File: config.mk
export PLATFORM = sky130hd
export DESIGN_NAME = tac_touch_adc_control
export DESIGN_NICKNAME = d
export VERILOG_FILES = /design/src/logic/tac_pkg.sv /design/src/logic/tac_touch_adc_control.sv
export SDC_FILE = /design/constraint.sdc
export NUM_CORES = 1
export LEC_CHECK = 0
export ABC_AREA = 0
export BUFFER_PORTS_ARGS = -buffer_cell sky130_fd_sc_hd__buf_4
export CAP_MARGIN = 20
export CORE_MARGIN = 8
export CORE_UTILIZATION = 60
export CTS_CLUSTER_DIAMETER = 60
export DETAILED_ROUTE_END_ITERATION = 16
export HOLD_SLACK_MARGIN = 0.12
export PLACE_DENSITY = 0.89
export SYNTH_ARGS = -nofsm -noshare
export SYNTH_HDL_FRONTEND = slang
export SYNTH_SLANG_ARGS = --single-unit
File: constraint.sdc
create_clock -name MCLK -period 10.84 [get_ports MCLK]
set_input_delay 2.168 -clock MCLK [delete_from_list [all_inputs] [get_ports MCLK]]
set_output_delay 2.168 -clock MCLK [all_outputs]
set_load 0.005 [all_outputs]
File: src/logic/tac_pkg.sv
// Package for the touch panel and converter control block
package tac_pkg;
	// Register byte addresses are the register index times four
	localparam logic [7:0] IDX_IRQ_STATUS = 8'h62;
	localparam logic [7:0] IDX_PANEL_CTRL = 8'h64;
	localparam logic [7:0] IDX_CONV_CTRL = 8'h66;
	localparam logic [7:0] IDX_CONV_RESULT = 8'h68;
	localparam logic [7:0] IDX_POS_EDGE_EN = 8'h5e;
	localparam logic [7:0] IDX_NEG_EDGE_EN = 8'h60;
	localparam logic [7:0] IDX_IRQ_MASK = 8'h70;
	localparam logic [9:0] ADR_IRQ_STATUS = {IDX_IRQ_STATUS, 2'b00};
	localparam logic [9:0] ADR_PANEL_CTRL = {IDX_PANEL_CTRL, 2'b00};
	localparam logic [9:0] ADR_CONV_CTRL = {IDX_CONV_CTRL, 2'b00};
	localparam logic [9:0] ADR_CONV_RESULT = {IDX_CONV_RESULT, 2'b00};
	localparam logic [9:0] ADR_POS_EDGE_EN = {IDX_POS_EDGE_EN, 2'b00};
	localparam logic [9:0] ADR_NEG_EDGE_EN = {IDX_NEG_EDGE_EN, 2'b00};
	localparam logic [9:0] ADR_IRQ_MASK = {IDX_IRQ_MASK, 2'b00};
	// Field positions
	localparam int IRQ_OVR_BIT = 15;
	localparam int IRQ_SAT_BIT = 14;
	localparam int IRQ_XNEG_BIT = 13;
	localparam int IRQ_XPOS_BIT = 12;
	localparam int IRQ_READY_BIT = 11;
	localparam int PNL_XNEG_LVL_BIT = 13;
	localparam int PNL_XPOS_LVL_BIT = 12;
	localparam int CNV_DONE_BIT = 15;
	// Writable masks
	localparam logic [15:0] IRQ_IMPL_MASK = 16'hfbff;
	localparam logic [15:0] PANEL_RW_MASK = 16'h0fff;
	localparam logic [15:0] CONV_RW_MASK = 16'h803f;
	// Reset values
	localparam logic [15:0] RST_ZERO16 = 16'h0000;
	localparam logic [9:0] RST_ZERO10 = 10'h000;
	// Cycle count of one conversion
	localparam logic [4:0] CONV_CYCLES = 5'h14;

	typedef enum logic [3:0] {
		CS_OFF = 4'b0001,
		CS_IDLE = 4'b0010,
		CS_ARMED = 4'b0100,
		CS_CONV = 4'b1000
	} tac_conv_state_t;

	typedef enum logic [1:0] {
		PM_IRQ = 2'b00,
		PM_PRESSURE = 2'b01,
		PM_POSITION = 2'b10
	} tac_panel_mode_t;

	typedef struct packed {
		logic yplus_ground;
		logic yminus_ground;
		logic xplus_ground;
		logic xminus_ground;
		logic yplus_power;
		logic yminus_power;
		logic xplus_power;
		logic xminus_power;
	} tac_pin_drive_t;

	typedef struct packed {
		logic cyc;
		logic stb;
		logic we;
		logic [3:0] sel;
		logic [9:0] adr;
		logic [31:0] dat;
	} tac_wb_req_t;

	typedef struct packed {
		logic ack;
		logic irq;
		logic [31:0] rdata;
		logic [15:0] irq_status;
		logic [15:0] irq_mask;
		logic [15:0] pos_en;
		logic [15:0] neg_en;
		logic [11:0] panel_ctrl;
		logic converter_power_on;
		logic test_ext_voltage;
		logic [2:0] conv_input_select;
		logic reference_bypass;
		logic sync_trigger_select;
		logic conv_done;
		logic [9:0] conv_result;
		tac_conv_state_t conv_state;
		logic [4:0] conv_count;
		logic [15:0] src_prev;
		logic sync_prev;
		logic conv_sample;
		tac_pin_drive_t pins;
	} tac_state_t;
endpackage

File: src/logic/tac_touch_adc_control.sv
// Touch panel and readout converter control with Wishbone registers
`timescale 1ns/10ps
module tac_touch_adc_control import tac_pkg::*; (
	input wire logic MCLK, // 125 MHz clock
	input wire logic RST, // Asynchronous reset, active high
	input wire logic WB_CYC_I, // Wishbone cycle
	input wire logic WB_STB_I, // Wishbone strobe
	input wire logic WB_WE_I, // Wishbone write enable
	input wire logic [3:0] WB_SEL_I, // Wishbone byte selects
	input wire logic [9:0] WB_ADR_I, // Wishbone byte address
	input wire logic [31:0] WB_DAT_I, // Wishbone write data
	output logic [31:0] WB_DAT_O, // Wishbone read data
	output logic WB_ACK_O, // Wishbone acknowledge
	output logic IRQ, // Level interrupt
	input wire logic X_MINUS_PIN_LVL, // Level on the X-minus panel pin
	input wire logic X_PLUS_PIN_LVL, // Level on the X-plus panel pin
	input wire logic CONVERTER_OVERRANGE, // Converter overflow signal
	input wire logic AUDIO_SATURATION, // Audio audio_saturation signal
	input wire logic [9:0] GPIO_LVL, // General-purpose pin levels
	input wire logic CONV_SYNC_PIN, // External conversion sync
	input wire logic [9:0] CONV_SAMPLE, // Converter output word
	output logic YPLUS_GROUND, // Ground Y-plus pin
	output logic YMINUS_GROUND, // Ground Y-minus pin
	output logic XPLUS_GROUND, // Ground X-plus pin
	output logic XMINUS_GROUND, // Ground X-minus pin
	output logic YPLUS_POWER, // Power Y-plus pin
	output logic YMINUS_POWER, // Power Y-minus pin
	output logic XPLUS_POWER, // Power X-plus pin
	output logic XMINUS_POWER, // Power X-minus pin
	output logic PANEL_BIAS_EN, // Panel bias circuitry on
	output logic SCHMITT_HYST_OFF, // Hysteresis disabled
	output logic MODE_IRQ, // Panel in interrupt mode
	output logic MODE_PRESSURE, // Panel in pressure mode
	output logic MODE_POSITION, // Panel in position mode
	output logic CONVERTER_POWER_ON, // Converter powered
	output logic [7:0] CONV_INPUT_ONEHOT, // Converter input route
	output logic REFERENCE_BYPASS_EN, // Reference to bypass pin
	output logic TEST_EXT_VOLTAGE, // Test bit passed through
	output logic CONV_SAMPLE_REQ // Converter sampling active
);
	tac_state_t s_q, s_d;
	logic [15:0] src_now;
	logic [15:0] rise, fall, ev;
	logic [15:0] wmask;
	logic wr, rd_hit, start_req;
	logic [15:0] rval;
	tac_panel_mode_t pmode;

	always_comb begin
		s_d = s_q;
		wmask = {(WB_SEL_I[1] ? 8'hff : 8'h00), (WB_SEL_I[0] ? 8'hff : 8'h00)};
		wr = WB_CYC_I && WB_STB_I && WB_WE_I && !s_q.ack;
		start_req = 1'b0;
		// Event sources in status-bit order; ready is the done flag
		src_now = {CONVERTER_OVERRANGE, AUDIO_SATURATION, X_MINUS_PIN_LVL, X_PLUS_PIN_LVL,
			s_q.conv_done, 1'b0, GPIO_LVL};
		rise = src_now & ~s_q.src_prev & s_q.pos_en;
		fall = ~src_now & s_q.src_prev & s_q.neg_en;
		ev = (rise | fall) & IRQ_IMPL_MASK;
		s_d.src_prev = src_now;
		s_d.sync_prev = CONV_SYNC_PIN;
		s_d.ack = WB_CYC_I && WB_STB_I && !s_q.ack;
		rd_hit = 1'b1;
		rval = RST_ZERO16;
		unique case (WB_ADR_I)
			ADR_IRQ_STATUS: rval = s_q.irq_status;
			ADR_PANEL_CTRL: rval = {2'b00, X_MINUS_PIN_LVL, X_PLUS_PIN_LVL,
				s_q.panel_ctrl};
			ADR_CONV_CTRL: rval = {s_q.converter_power_on, 7'h00,
				s_q.conv_state == CS_ARMED, 1'b0, s_q.test_ext_voltage,
				s_q.conv_input_select, s_q.reference_bypass, s_q.sync_trigger_select};
			ADR_CONV_RESULT: rval = {s_q.conv_done, 5'h00, s_q.conv_result};
			ADR_POS_EDGE_EN: rval = s_q.pos_en;
			ADR_NEG_EDGE_EN: rval = s_q.neg_en;
			ADR_IRQ_MASK: rval = s_q.irq_mask;
			default: rd_hit = 1'b0;
		endcase
		if (WB_CYC_I && WB_STB_I && !s_q.ack) begin
			s_d.rdata = {16'h0000, rd_hit ? rval : RST_ZERO16};
		end
		// Write-one-to-clear, then new events win over the clear
		if (wr && WB_ADR_I == ADR_IRQ_STATUS) begin
			s_d.irq_status = s_q.irq_status & ~(WB_DAT_I[15:0] & wmask);
		end
		if (wr) begin
			unique case (WB_ADR_I)
				ADR_PANEL_CTRL: s_d.panel_ctrl = (s_q.panel_ctrl & ~wmask[11:0]) |
					(WB_DAT_I[11:0] & wmask[11:0] & PANEL_RW_MASK[11:0]);
				ADR_CONV_CTRL: begin
					if (WB_SEL_I[1]) begin
						s_d.converter_power_on = WB_DAT_I[15];
					end
					if (WB_SEL_I[0]) begin
						s_d.test_ext_voltage = WB_DAT_I[5];
						s_d.conv_input_select = WB_DAT_I[4:2];
						s_d.reference_bypass = WB_DAT_I[1];
						s_d.sync_trigger_select = WB_DAT_I[0];
						start_req = WB_DAT_I[7];
					end
				end
				ADR_POS_EDGE_EN: s_d.pos_en = ((s_q.pos_en & ~wmask) | (WB_DAT_I[15:0] & wmask))
					& IRQ_IMPL_MASK;
				ADR_NEG_EDGE_EN: s_d.neg_en = ((s_q.neg_en & ~wmask) | (WB_DAT_I[15:0] & wmask))
					& IRQ_IMPL_MASK;
				ADR_IRQ_MASK: s_d.irq_mask = ((s_q.irq_mask & ~wmask) | (WB_DAT_I[15:0] & wmask))
					& IRQ_IMPL_MASK;
				default: ;
			endcase
		end
		s_d.irq_status = s_d.irq_status | ev;
		s_d.irq = |(s_d.irq_status & s_d.irq_mask);
		// Conversion sequencer
		s_d.conv_sample = 1'b0;
		unique case (s_q.conv_state)
			CS_OFF: begin
				if (s_q.converter_power_on) begin
					s_d.conv_state = CS_IDLE;
				end
			end
			CS_IDLE: begin
				if (start_req) begin
					if (s_d.sync_trigger_select) begin
						s_d.conv_state = CS_ARMED;
					end else begin
						s_d.conv_state = CS_CONV;
						s_d.conv_done = 1'b0;
						s_d.conv_count = CONV_CYCLES;
					end
				end
			end
			CS_ARMED: begin
				if (CONV_SYNC_PIN && !s_q.sync_prev) begin
					s_d.conv_state = CS_CONV;
					s_d.conv_done = 1'b0;
					s_d.conv_count = CONV_CYCLES;
				end
			end
			CS_CONV: begin
				s_d.conv_sample = 1'b1;
				if (s_q.conv_count == 5'h01) begin
					s_d.conv_state = CS_IDLE;
					s_d.conv_result = CONV_SAMPLE;
					s_d.conv_done = 1'b1;
					s_d.conv_sample = 1'b0;
				end else begin
					s_d.conv_count = s_q.conv_count - 5'h01;
				end
			end
			default: s_d.conv_state = CS_OFF;
		endcase
		if (!s_d.converter_power_on) begin
			s_d.conv_state = CS_OFF;
			s_d.conv_sample = 1'b0;
		end
		s_d.pins = tac_pin_drive_t'(s_d.panel_ctrl[7:0]);
		pmode = s_d.panel_ctrl[9] ? PM_POSITION : tac_panel_mode_t'(s_d.panel_ctrl[9:8]);
	end

	always_ff @(posedge MCLK or posedge RST) begin
		if (RST) begin
			s_q <= '{conv_state: CS_OFF, default: '0};
		end else begin
			s_q <= s_d;
		end
	end

	// Mode and input route outputs registered separately from the state struct copy
	logic [2:0] mode_q;
	logic [7:0] route_q;
	always_ff @(posedge MCLK or posedge RST) begin
		if (RST) begin
			mode_q <= 3'h1;
			route_q <= 8'h01;
		end else begin
			mode_q <= {pmode == PM_POSITION, pmode == PM_PRESSURE, pmode == PM_IRQ};
			route_q <= 8'h01 << s_d.conv_input_select;
		end
	end

	assign WB_DAT_O = s_q.rdata;
	assign WB_ACK_O = s_q.ack;
	assign IRQ = s_q.irq;
	assign YPLUS_GROUND = s_q.pins.yplus_ground;
	assign YMINUS_GROUND = s_q.pins.yminus_ground;
	assign XPLUS_GROUND = s_q.pins.xplus_ground;
	assign XMINUS_GROUND = s_q.pins.xminus_ground;
	assign YPLUS_POWER = s_q.pins.yplus_power;
	assign YMINUS_POWER = s_q.pins.yminus_power;
	assign XPLUS_POWER = s_q.pins.xplus_power;
	assign XMINUS_POWER = s_q.pins.xminus_power;
	assign PANEL_BIAS_EN = s_q.panel_ctrl[11];
	assign SCHMITT_HYST_OFF = s_q.panel_ctrl[10];
	assign MODE_IRQ = mode_q[0];
	assign MODE_PRESSURE = mode_q[1];
	assign MODE_POSITION = mode_q[2];
	assign CONVERTER_POWER_ON = s_q.converter_power_on;
	assign CONV_INPUT_ONEHOT = route_q;
	assign REFERENCE_BYPASS_EN = s_q.reference_bypass;
	assign TEST_EXT_VOLTAGE = s_q.test_ext_voltage;
	assign CONV_SAMPLE_REQ = s_q.conv_sample;
endmodule

# Word level (Yosys, flattened, before mapping)
# Cells that the tools add are included.
dict set report op_classes {
  n_reduce_logical 20
  n_bitwise 23
  add_sub_neg 1
  shift 1
  n_mux 35
  eq_ne 23
}
# op n
set op_table {}
lappend op_table {{$and 16x16->16} 10}
lappend op_table {{$pmux 16 s7} 1}
lappend op_table {{$mux 16} 5}
lappend op_table {{$or 16x16->16} 5}
lappend op_table {{$eq 10x9->1 const B} 7}
lappend op_table {{$mux 67} 1}
lappend op_table {{$not 16->16} 4}
lappend op_table {{$and 12x12->12} 2}
lappend op_table {{$mux 9} 2}
lappend op_table {{$mux 8} 2}
lappend op_table {{$pmux 4 s4} 1}
lappend op_table {{$reduce_or 16->1} 1}
lappend op_table {{$mux 15} 1}
lappend op_table {{$pmux 5 s3} 1}
lappend op_table {{$mux 12} 1}
lappend op_table {{$mux 4} 3}
lappend op_table {{$not 12->12} 1}
lappend op_table {{$or 12x12->12} 1}
lappend op_table {{$mux 1} 11}
lappend op_table {{$mux 5} 2}
lappend op_table {{$reduce_and 5->1} 2}
lappend op_table {{$ne 3x3->1 const B} 3}
lappend op_table {{$ne 2x2->1 const B} 4}
lappend op_table {{$reduce_and 2->1} 4}
lappend op_table {{22 further kinds} 28}
dict set report totals {
  ff_bits 155
  elab_cells 134
  output_inout_bits 59
}

# Longest topological paths before layout
# Gate-level depths: netlist (run 1).
dict set report depth {
  ltp_word 10
  mapped_depth 8
  mapped_depth_nobuf 7
}

# Worst setup path after synthesis (run 1)
# Ideal clock, no wire load.
dict set report synth_timing {
  kind {input port to flip-flop}
  startpoint {in WB_ADR_I[0]}
  endpoint {reg route_q[3] (netlist: CONV_INPUT_ONEHOT[3])}
  path_slack_ps 6682
  cell_stages 7
  arrival_ps 4071
  path_cell_list {nor4b_2 nand2b_1 buf_2 nor4_4 mux2i_1 clkinv_1 nor3_1}
}
# element line_no
set synth_rtl {}
lappend synth_rtl {{start: declaration} tac_touch_adc_control.sv:10} ;# input wire logic [9:0] WB_ADR_I,
lappend synth_rtl {{end signal: assignment} tac_touch_adc_control.sv:176} ;# route_q <= 8'h01 << s_d.conv_input_select;
lappend synth_rtl {{end: declaration} tac_touch_adc_control.sv:169} ;# logic [7:0] route_q;

==> flow_metrics.env, run 1 <==
export IMPL_outcome="completed"
export IMPL_clkTransAtPathRegs_ps=60
export IMPL_grt_start_max_net_pins=92
export IMPL_vias=5417
export IMPL_finalSetupTns_ps=0
export IMPL_syn_area_um2=6940
export IMPL_multiInputGateArea_um2=2920
export IMPL_ant_nets=0
export IMPL_avgSynthCellArea_um2=11.5
export IMPL_synth_warnings=0
export IMPL_die_h_um=124
export IMPL_layout_commonest_cell="dfrtp_1"
export IMPL_rows=39
export IMPL_reg2reg_from="WB_ACK_O"
export IMPL_cts_path_max_buffers=2
export IMPL_grt_pass1_vias=5639
export IMPL_fp_coreArea_um2=11400
export IMPL_slew_headroom_pct=30.4
export IMPL_cp_start_kind="input port"
export IMPL_ys_async_sr_fraction_pct=100
export IMPL_numCtsBuffers=17
export IMPL_antenna_found_initial=0
export IMPL_drt_wl_total_um=18600
export IMPL_clock_fmax_ghz=0.209
export IMPL_r2r_end="CONV_INPUT_ONEHOT[3]"
export IMPL_finalSetupViolCount=0
export IMPL_num_antenna_cells=0
export IMPL_synth_top_flop_cell="dfrtp_1"
export IMPL_cts_tree="built"
export IMPL_syn_inst=603
export IMPL_critPathRequiredTime_ps=11180
export IMPL_worstMarginPinSlew_ps=1040
export IMPL_wl_met2_um=8840
export IMPL_reg2reg_setup_slack_ps=7420
export IMPL_highest_layer="met4"
export IMPL_hp_class="register to register"
export IMPL_fin_hold_ws_ps=506
export IMPL_cts_htree_levels=4
export IMPL_first_pass_iters=11
export IMPL_drc=0
export IMPL_worstHoldStart="WB_DAT_O[10]"
export IMPL_fp_dieW_um=124
export IMPL_clock_skew_ps=6.82
export IMPL_ys_ff_latch=147
export IMPL_clkLatencyLatePin_ps=420
export IMPL_port_buffers=100
export IMPL_synth_distinct_cells=58
export IMPL_dp_slack_ps=5730
export IMPL_synth_edf_count=0
export IMPL_slowest_delay_ps=700
export IMPL_min_period_ps=4780
export IMPL_slowest_stage="nor4_4"
export IMPL_nets=770
export IMPL_avgRoutedWirePerCell_um=21.9
export IMPL_nFillCells=713
export IMPL_track_usage_pct=25.2
export IMPL_cp_end_kind="register"
export IMPL_start_util_pct=61.0
export IMPL_cts_hold_buf=0
export IMPL_final_cell_mix="dfrtp_1 (144), buf_4 (106), nand2_1 (70)"
export IMPL_dp_final_hpwl_um=12800
export IMPL_finalHoldViolCount=0
export IMPL_fin_crit_sh_pct=44.1
export IMPL_p_leak_nw=4.04
export IMPL_wl_met3_um=2050
export IMPL_ios=135
export IMPL_area_delta_synth_final_pct=19.7
export IMPL_grt_pass1_wl_um=29500
export IMPL_post_cts_buffers=0
export IMPL_cp_cell_sequence="buf_4 -> nand3b_1 -> inv_2 -> nand3_1 -> nor4_4 -> mux2i_1 -> clkinv_1 -> nor3_1"
export IMPL_vias_per_cell=6.39
export IMPL_cts_resized=0
export IMPL_synth_seq_area_share_pct=53.1
export IMPL_ir_drop_mv=0.0836
export IMPL_maxCapViolCount=0
export IMPL_drt_iter0_drc=609
export IMPL_critPathMaxFanout=23
export IMPL_cts_root_buf="clkbuf_16"
export IMPL_ys_top_cells_by_area="dfrtp_1 (52%), mux2_2 (6.7%), mux2_1 (4.2%)"
export IMPL_min_path_cells=2
export IMPL_rr_worst_depth=7
export IMPL_yosysTopAreaCell="dfrtp_1"
export IMPL_drt_met1_wl_um=7200
export IMPL_drv_slew=0
export IMPL_cts_sinks=147
export IMPL_grt_overflow_total=0
export IMPL_worstPathArrival_ps=5120
export IMPL_power_density_nw_per_um2=149
export IMPL_gp_congestion=0.938
export IMPL_synth_top_area_share_pct=51.9
export IMPL_seq_area_um2=3680
export IMPL_fin_ws_ps=6060
export IMPL_holdPathEnd="WB_DAT_O[10]"
export IMPL_dieArea_um2=15300
export IMPL_grt_setup_unrepaired="false"
export IMPL_critical_path_class="input port to register"
export IMPL_drive_above_1_share_pct=29.1
==> how the worst max path moves through the flow <==
stage | from | to | slack, ps | cells after the start
after floorplan | RST | CONVERTER_POWER_ON | 4730 | 1
after global placement | WB_CYC_I | CONV_INPUT_ONEHOT[2] | 5840 | 8
after detailed placement | WB_CYC_I | CONV_INPUT_ONEHOT[3] | 5730 | 8
after CTS | WB_CYC_I | CONV_INPUT_ONEHOT[3] | 6130 | 8
after global routing | WB_CYC_I | CONV_INPUT_ONEHOT[4] | 5820 | 8
final | WB_CYC_I | CONV_INPUT_ONEHOT[3] | 6060 | 8
==> cell usage after synthesis (5+ instances only) <==
cell type,n
buf_4,32
nor3_1,6
mux2_2,41
a21boi_0,8
inv_1,14
nand2_1,70
o22a_1,7
nand4_1,5
o211ai_1,7
nor2_1,18
dfrtp_1,144
a22o_1,15
o21ai_0,35
mux2_1,26
mux2i_1,17
or2_2,8
buf_2,7
a22oi_1,15
a222oi_1,14
nand3b_1,16
nand3_1,12
clkbuf_1,13
==> report_power, final <==
| group | switching, mW | total (mW) | internal [mW] |
|---|---|---|---|
| Clock | 0.239 | 0.616 | 0.377 |
| Combinational | 0.0362 | 0.0608 | 0.0246 |
| Sequential | 0.00435 | 0.560 | 0.556 |
| Total | 0.279 | 1.24 | 0.958 |
==> cells by family after synthesis <==
family | Yosys count | synth area share [%]
AO/OA/AOI/OAI | 121 | 12.7
XOR/XNOR | 2 | 0.252
adder cells (fa/ha/maj) | 3 | 0.505
buffers and inverters | 71 | 5.70
flip-flops | 147 | 53.1
multiplexers | 84 | 13.3
other | 1 | 0.0540
AND/OR/NAND/NOR | 174 | 14.4
==> layer usage <==
metal	global-route usage (%)	vias up
met5	0	-
met4	11.5	0
met3	6.53	49
met2	39.8	351
met1	32.2	2669
li1	-	2348
==> area by class of cell <==
type	instances	share of cell area (%)
clock buffers	19	5.45
flip-flops and latches	147	44.3
well taps	143	2.15
repair buffers	107	9.91
multi-input cells	400	35.2
clock inverters	13	2.06
inverters	19	0.919
==> worst max-delay path, delay by kind of cell <==
family                 cells  cell delay [ps]
AND/OR/NAND/NOR            4             1780
buffers and inverters      3              600
multiplexers               1              570
==> through the flow <==
stage / utilization (%) / power (mW) / cell area [um2] / instances
floorplan: - / 0.601 / 7000 / 618
global route: 73.0 / 1.27 / 8300 / 848
finish: 73.0 / 1.24 / 8300 / 848
detailed placement: 67.3 / 0.629 / 7650 / 815
global placement: 67.3 / 0.626 / 7650 / 815
CTS: 72.8 / 1.24 / 8280 / 847
Note: power is estimated with default switching activity, not from simulation.
==> run 2, diff against run 1 <==
- CORE_UTILIZATION: 60 -> 50
- PLACE_DENSITY: 0.89 -> 0.79
- clock period: 10.84 -> 4.18 ns (I/O delays scaled with it)
==> run 2 against run 1 <==
Compared with the run above:
- sequential cell count is the same
- critical endpoint is now CONV_INPUT_ONEHOT[5]
- highest routed layer unchanged
- largest cell class unchanged
- clock skew is essentially flat
- global-route usage shrank 3.7 points
- largest power group is now registers
- sequential power grew to 2.6 times the previous value
==> flow_metrics.env, run 2 (synthesis results as in run 1) <==
export IMPL_drt_met1_wl_um=7850
export IMPL_dieArea_um2=17900
export IMPL_maxCapViolCount=0
export IMPL_cp_cell_sequence="buf_4 -> nor4b_2 -> nand2b_1 -> nor4_4 -> mux2i_1 -> clkinv_1 -> nor3_1"
export IMPL_numCtsBuffers=17
export IMPL_ant_nets=0
export IMPL_final_area_um2=8310
export IMPL_critPathRequiredTime_ps=4510
export IMPL_fp_dieW_um=134
export IMPL_hp_class="register to register"
export IMPL_dp_final_hpwl_um=13700
export IMPL_cts_path_max_buffers=2
export IMPL_post_cts_buffers=0
export IMPL_cts_resized=0
export IMPL_rows=43
export IMPL_die_h_um=134
export IMPL_p_leak_nw=4.02
export IMPL_cp_end_kind="register"
export IMPL_min_period_ps=3360
export IMPL_cts_root_buf="clkbuf_16"
export IMPL_wl_met3_um=1740
export IMPL_ir_drop_mv=0.263
export IMPL_first_pass_iters=7
export IMPL_nets=776
export IMPL_drv_slew=0
export IMPL_cts_hold_buf=0
export IMPL_grt_overflow_total=0
export IMPL_critical_path_class="input port to register"
export IMPL_grt_pass1_wl_um=29800
export IMPL_clkLatencyLatePin_ps=420
export IMPL_finalSetupTns_ps=0
export IMPL_cts_tree="built"
export IMPL_cpLargestDelayFamily="simple AND/OR/NAND/NOR gates"
export IMPL_critPathMaxFanout=7
export IMPL_fin_crit_sh_pct=80.5
export IMPL_outcome="completed"
export IMPL_area_delta_synth_final_pct=19.7
export IMPL_grt_start_max_net_pins=64
export IMPL_num_antenna_cells=0
export IMPL_ios=135
export IMPL_slowest_stage="nor4_4"
export IMPL_cts_sinks=147
export IMPL_vias=5291
export IMPL_wl_met2_um=8680
export IMPL_worstHoldStart="WB_DAT_O[14]"
export IMPL_drc=0
export IMPL_track_usage_pct=21.5
export IMPL_fp_coreArea_um2=13700
export IMPL_cts_htree_levels=4
export IMPL_clock_skew_ps=6.87
export IMPL_highest_layer="met4"
export IMPL_postPlaceCellArea_um2=7760
export IMPL_multiInputGateArea_um2=2920
export IMPL_drt_wl_total_um=18800
export IMPL_critical_path_buf_inv_count=2
export IMPL_power_density_nw_per_um2=363
export IMPL_cp_startpoint="WB_ADR_I[0]"
export IMPL_vias_per_cell=5.94
export IMPL_port_buffers=100
export IMPL_start_util_pct=50.6
export IMPL_finalSetupViolCount=0
export IMPL_cp_start_kind="input port"
export IMPL_drt_iter0_drc=473
export IMPL_worstPathArrival_ps=3700
export IMPL_drive_above_1_share_pct=29.3
export IMPL_antenna_found_initial=0
export IMPL_final_cell_mix="dfrtp_1 (144), buf_4 (112), nand2_1 (70)"
export IMPL_reg2reg_from="WB_ACK_O"
export IMPL_clock_fmax_ghz=0.297
export IMPL_avgRoutedWirePerCell_um=21.1
export IMPL_grt_setup_unrepaired="false"
export IMPL_clkTransAtPathRegs_ps=60
export IMPL_nFillCells=1094
export IMPL_layout_commonest_cell="dfrtp_1"
export IMPL_grt_pass1_vias=5599
export IMPL_slew_headroom_pct=31.5
export IMPL_gp_congestion=0.907
export IMPL_worstMarginPinSlew_ps=1020
export IMPL_slowest_delay_ps=720
export IMPL_seq_area_um2=3680
export IMPL_finalHoldViolCount=0
-- run 2: cell count changes in the layout (fill, tap and decap cells not counted), moves of 3 or more --
| cell | change |
|---|---|
| buf_4 | +6 |
| clkinv_2 | +4 |
| clkinv_4 | -4 |
| clkinvlp_4 | +3 |
| inv_6 | -4 |
-- run 2: worst register-to-register path, cell delays in order, from the launching register on --
cell      delay [ps]
dfrtp_1          390
nand3b_1         160
buf_4            230
inv_2            110
nand3_1          160
nor4_4           670
mux2i_1          500
clkinv_1         210
nor3_1           230
-- run 2: per-layer routing --
layer | global-route usage (%) | vias to the layer above
li1 | - | 2370
met1 | 27.1 | 2635
met2 | 33.5 | 248
met3 | 6.77 | 38
met4 | 9.23 | 0
met5 | 0 | -
-- run 2: final cells by class --
type,count,share of cell area [%]
Sequential cell,147,44.3
Multi-Input combinational cell,400,35.1
Timing Repair Buffer,113,10.4
Clock buffer,21,5.54
Tap cell,180,2.71
Clock inverter,10,1.02
Inverter,19,0.904
-- run 2: worst paths after layout --
kind / slack, ps / end / cells after the start
hold / removal: 490 / WB_DAT_O[14] / 1
max in group asynchronous: 2840 / mode_q[0] / 3
setup reg to reg: 1420 / CONV_INPUT_ONEHOT[5] / 8
hold reg to reg: 490 / WB_DAT_O[14] / 1
setup / recovery: 820 / CONV_INPUT_ONEHOT[5] / 7
min in group asynchronous: 520 / s_q[30] / 2
-- run 2: per-stage QoR --
step | cells | power (mW) | worst slack (ps) | hold WS [ps] | utilization [%]
finish | 890 | 3.01 | 816 | 492 | 60.6
global route | 890 | 3.11 | 608 | 523 | 60.6
CTS | 890 | 3.04 | 888 | 493 | 60.6
detailed placement | 859 | 1.64 | 444 | 479 | 56.6
global placement | 859 | 1.63 | 602 | 465 | 56.6
floorplan | 618 | 1.56 | 1350 | 405 | -
-- run 2: where the power goes --
| group | internal (mW) | leakage (nW) | switching [mW] |
|---|---|---|---|
| clock network | 0.838 | 0.261 | 0.560 |
| registers | 1.44 | 1.94 | 0.0108 |
| logic | 0.0642 | 1.82 | 0.0957 |
| total | 2.35 | 4.02 | 0.666 |
==> run 3, diff against run 2 <==
- clock period: 4.18 -> 3 ns (I/O delays scaled with it)
==> run 3 against run 2 <==
Compared with the run above:
- combinational power grew 45%
- clock skew barely moved
- global-route usage rose by 0.48 points
- hold slack lost 220 ps
- sequential power grew 40%
- clock power is 44% higher
- setup slack worse by 290 ps
- via count rose by 2.7%
- die area unchanged
- utilization is 1.5 points higher
- largest power group unchanged
==> flow_metrics.env, run 3 (synthesis results as in run 1) <==
export IMPL_dieArea_um2=17900
export IMPL_drv_slew=0
export IMPL_cp_end_kind="register"
export IMPL_ant_nets=0
export IMPL_ios=135
export IMPL_dp_final_hpwl_um=13900
export IMPL_clock_skew_ps=7.30
export IMPL_min_period_ps=2470
export IMPL_drive_above_1_share_pct=30.6
export IMPL_critPathMaxFanout=19
export IMPL_vias=5433
export IMPL_numCtsBuffers=17
export IMPL_post_cts_buffers=0
export IMPL_drt_iter0_drc=594
export IMPL_slew_headroom_pct=41.4
export IMPL_fp_dieW_um=134
export IMPL_fin_crit_sh_pct=82.3
export IMPL_p_leak_nw=4.15
export IMPL_die_h_um=134
export IMPL_cts_resized=0
export IMPL_cts_hold_buf=0
export IMPL_grt_pass1_wl_um=30600
export IMPL_clkTransAtPathRegs_ps=60
export IMPL_outcome="completed"
export IMPL_fp_coreArea_um2=13700
export IMPL_finalHoldViolCount=0
export IMPL_fin_hold_ws_ps=274
export IMPL_clock_fmax_ghz=0.405
export IMPL_first_pass_iters=8
export IMPL_rr_worst_depth=7
export IMPL_start_util_pct=50.6
export IMPL_vias_per_cell=5.96
export IMPL_hp_class="input port to async pin"
export IMPL_drc=0
export IMPL_critical_path_class="input port to register"
export IMPL_dp_cells=880
export IMPL_port_buffers=100
export IMPL_drt_wl_total_um=19300
export IMPL_maxCapViolCount=0
export IMPL_cp_start_kind="input port"
export IMPL_worstMarginPinSlew_ps=867
export IMPL_final_cell_mix="dfrtp_1 (144), buf_4 (130), nand2_1 (70)"
export IMPL_fin_cells=912
export IMPL_reg2reg_setup_slack_ps=590
export IMPL_track_usage_pct=22.0
export IMPL_grt_start_max_net_pins=41
export IMPL_cts_sinks=147
export IMPL_power_density_nw_per_um2=501
export IMPL_grt_overflow_total=0
export IMPL_nets=797
export IMPL_clkLatencyLatePin_ps=420
export IMPL_cts_htree_levels=4
export IMPL_worstPathArrival_ps=2750
export IMPL_reg2reg_from="WB_ACK_O"
export IMPL_nFillCells=1075
export IMPL_grt_setup_unrepaired="false"
export IMPL_critPathRequiredTime_ps=3280
export IMPL_avgRoutedWirePerCell_um=21.2
export IMPL_cts_tree="built"
export IMPL_finalSetupViolCount=0
export IMPL_grt_pass1_vias=5786
export IMPL_rows=43
export IMPL_gp_congestion=0.914
export IMPL_num_antenna_cells=0
export IMPL_finalSetupTns_ps=0
export IMPL_cts_root_buf="clkbuf_16"
export IMPL_ir_drop_mv=0.362
export IMPL_r2r_end="IRQ"
export IMPL_antenna_found_initial=0
export IMPL_final_util_pct=62.0
export IMPL_area_delta_synth_final_pct=22.6
export IMPL_cts_path_max_buffers=2
export IMPL_layout_commonest_cell="dfrtp_1"
run 3: cell count changes in the layout (fill, tap and decap cells not counted), sizes merged:
cell and delta:
buf +21, clkinvlp -4, clkbuf +5, clkinv -1, bufinv +1
run 3: metrics by stage:
stage                     worst slack, ps  area [um2]  total power, mW
after global routing                  423        8510             4.41
after CTS                             539        8510             4.28
after global placement                250        7960             2.28
after floorplan                       410        7000             2.17
after detailed placement              153        7960             2.29
final                                 530        8510             4.26
run 3: report_power, final:
group	switching (mW)	internal, mW	total, mW
Clock	0.765	1.24	2.01
Sequential	0.0154	2.01	2.03
Combinational	0.136	0.0961	0.232
run 3: final cells by class:
class	count	area [um2]	area share, %
clock buffers	26	469	5.52
clock inverters	6	80.1	0.941
inverters	19	75.1	0.882
multi-input cells	400	2920	34.3
flip-flops and latches	147	3680	43.3
well taps	180	225	2.65
repair buffers	134	1060	12.4
run 3: worst max-delay path by stage:
stage                            from              endpoint  slack [ps]  cells after the start
after global placement    WB_ADR_I[6]                   IRQ         250                      8
after detailed placement  WB_ADR_I[0]  CONV_INPUT_ONEHOT[2]         150                      9
after CTS                 WB_ADR_I[0]  CONV_INPUT_ONEHOT[2]         540                      9
after floorplan           WB_ADR_I[0]  CONV_INPUT_ONEHOT[3]         410                      7
final                     WB_ADR_I[4]                   IRQ         530                      8
after global routing      WB_ADR_I[0]  CONV_INPUT_ONEHOT[2]         420                      9
run 3: routing by layer:
metal	up-vias	routed length (um)	track usage, %
met2	321	9000	34.7
met3	51	1870	5.91
met1	2658	7800	27.3
li1	2403	-	-
met5	-	0	0
met4	0	636	10.9
run 3: worst max-delay path: stages:
cell and delay [ps]:
buf_4 110, buf_4 230, nor4bb_1 460, and4_1 410
a21boi_0 150, o21ai_0 410, o2111a_1 270, nand3_1 100
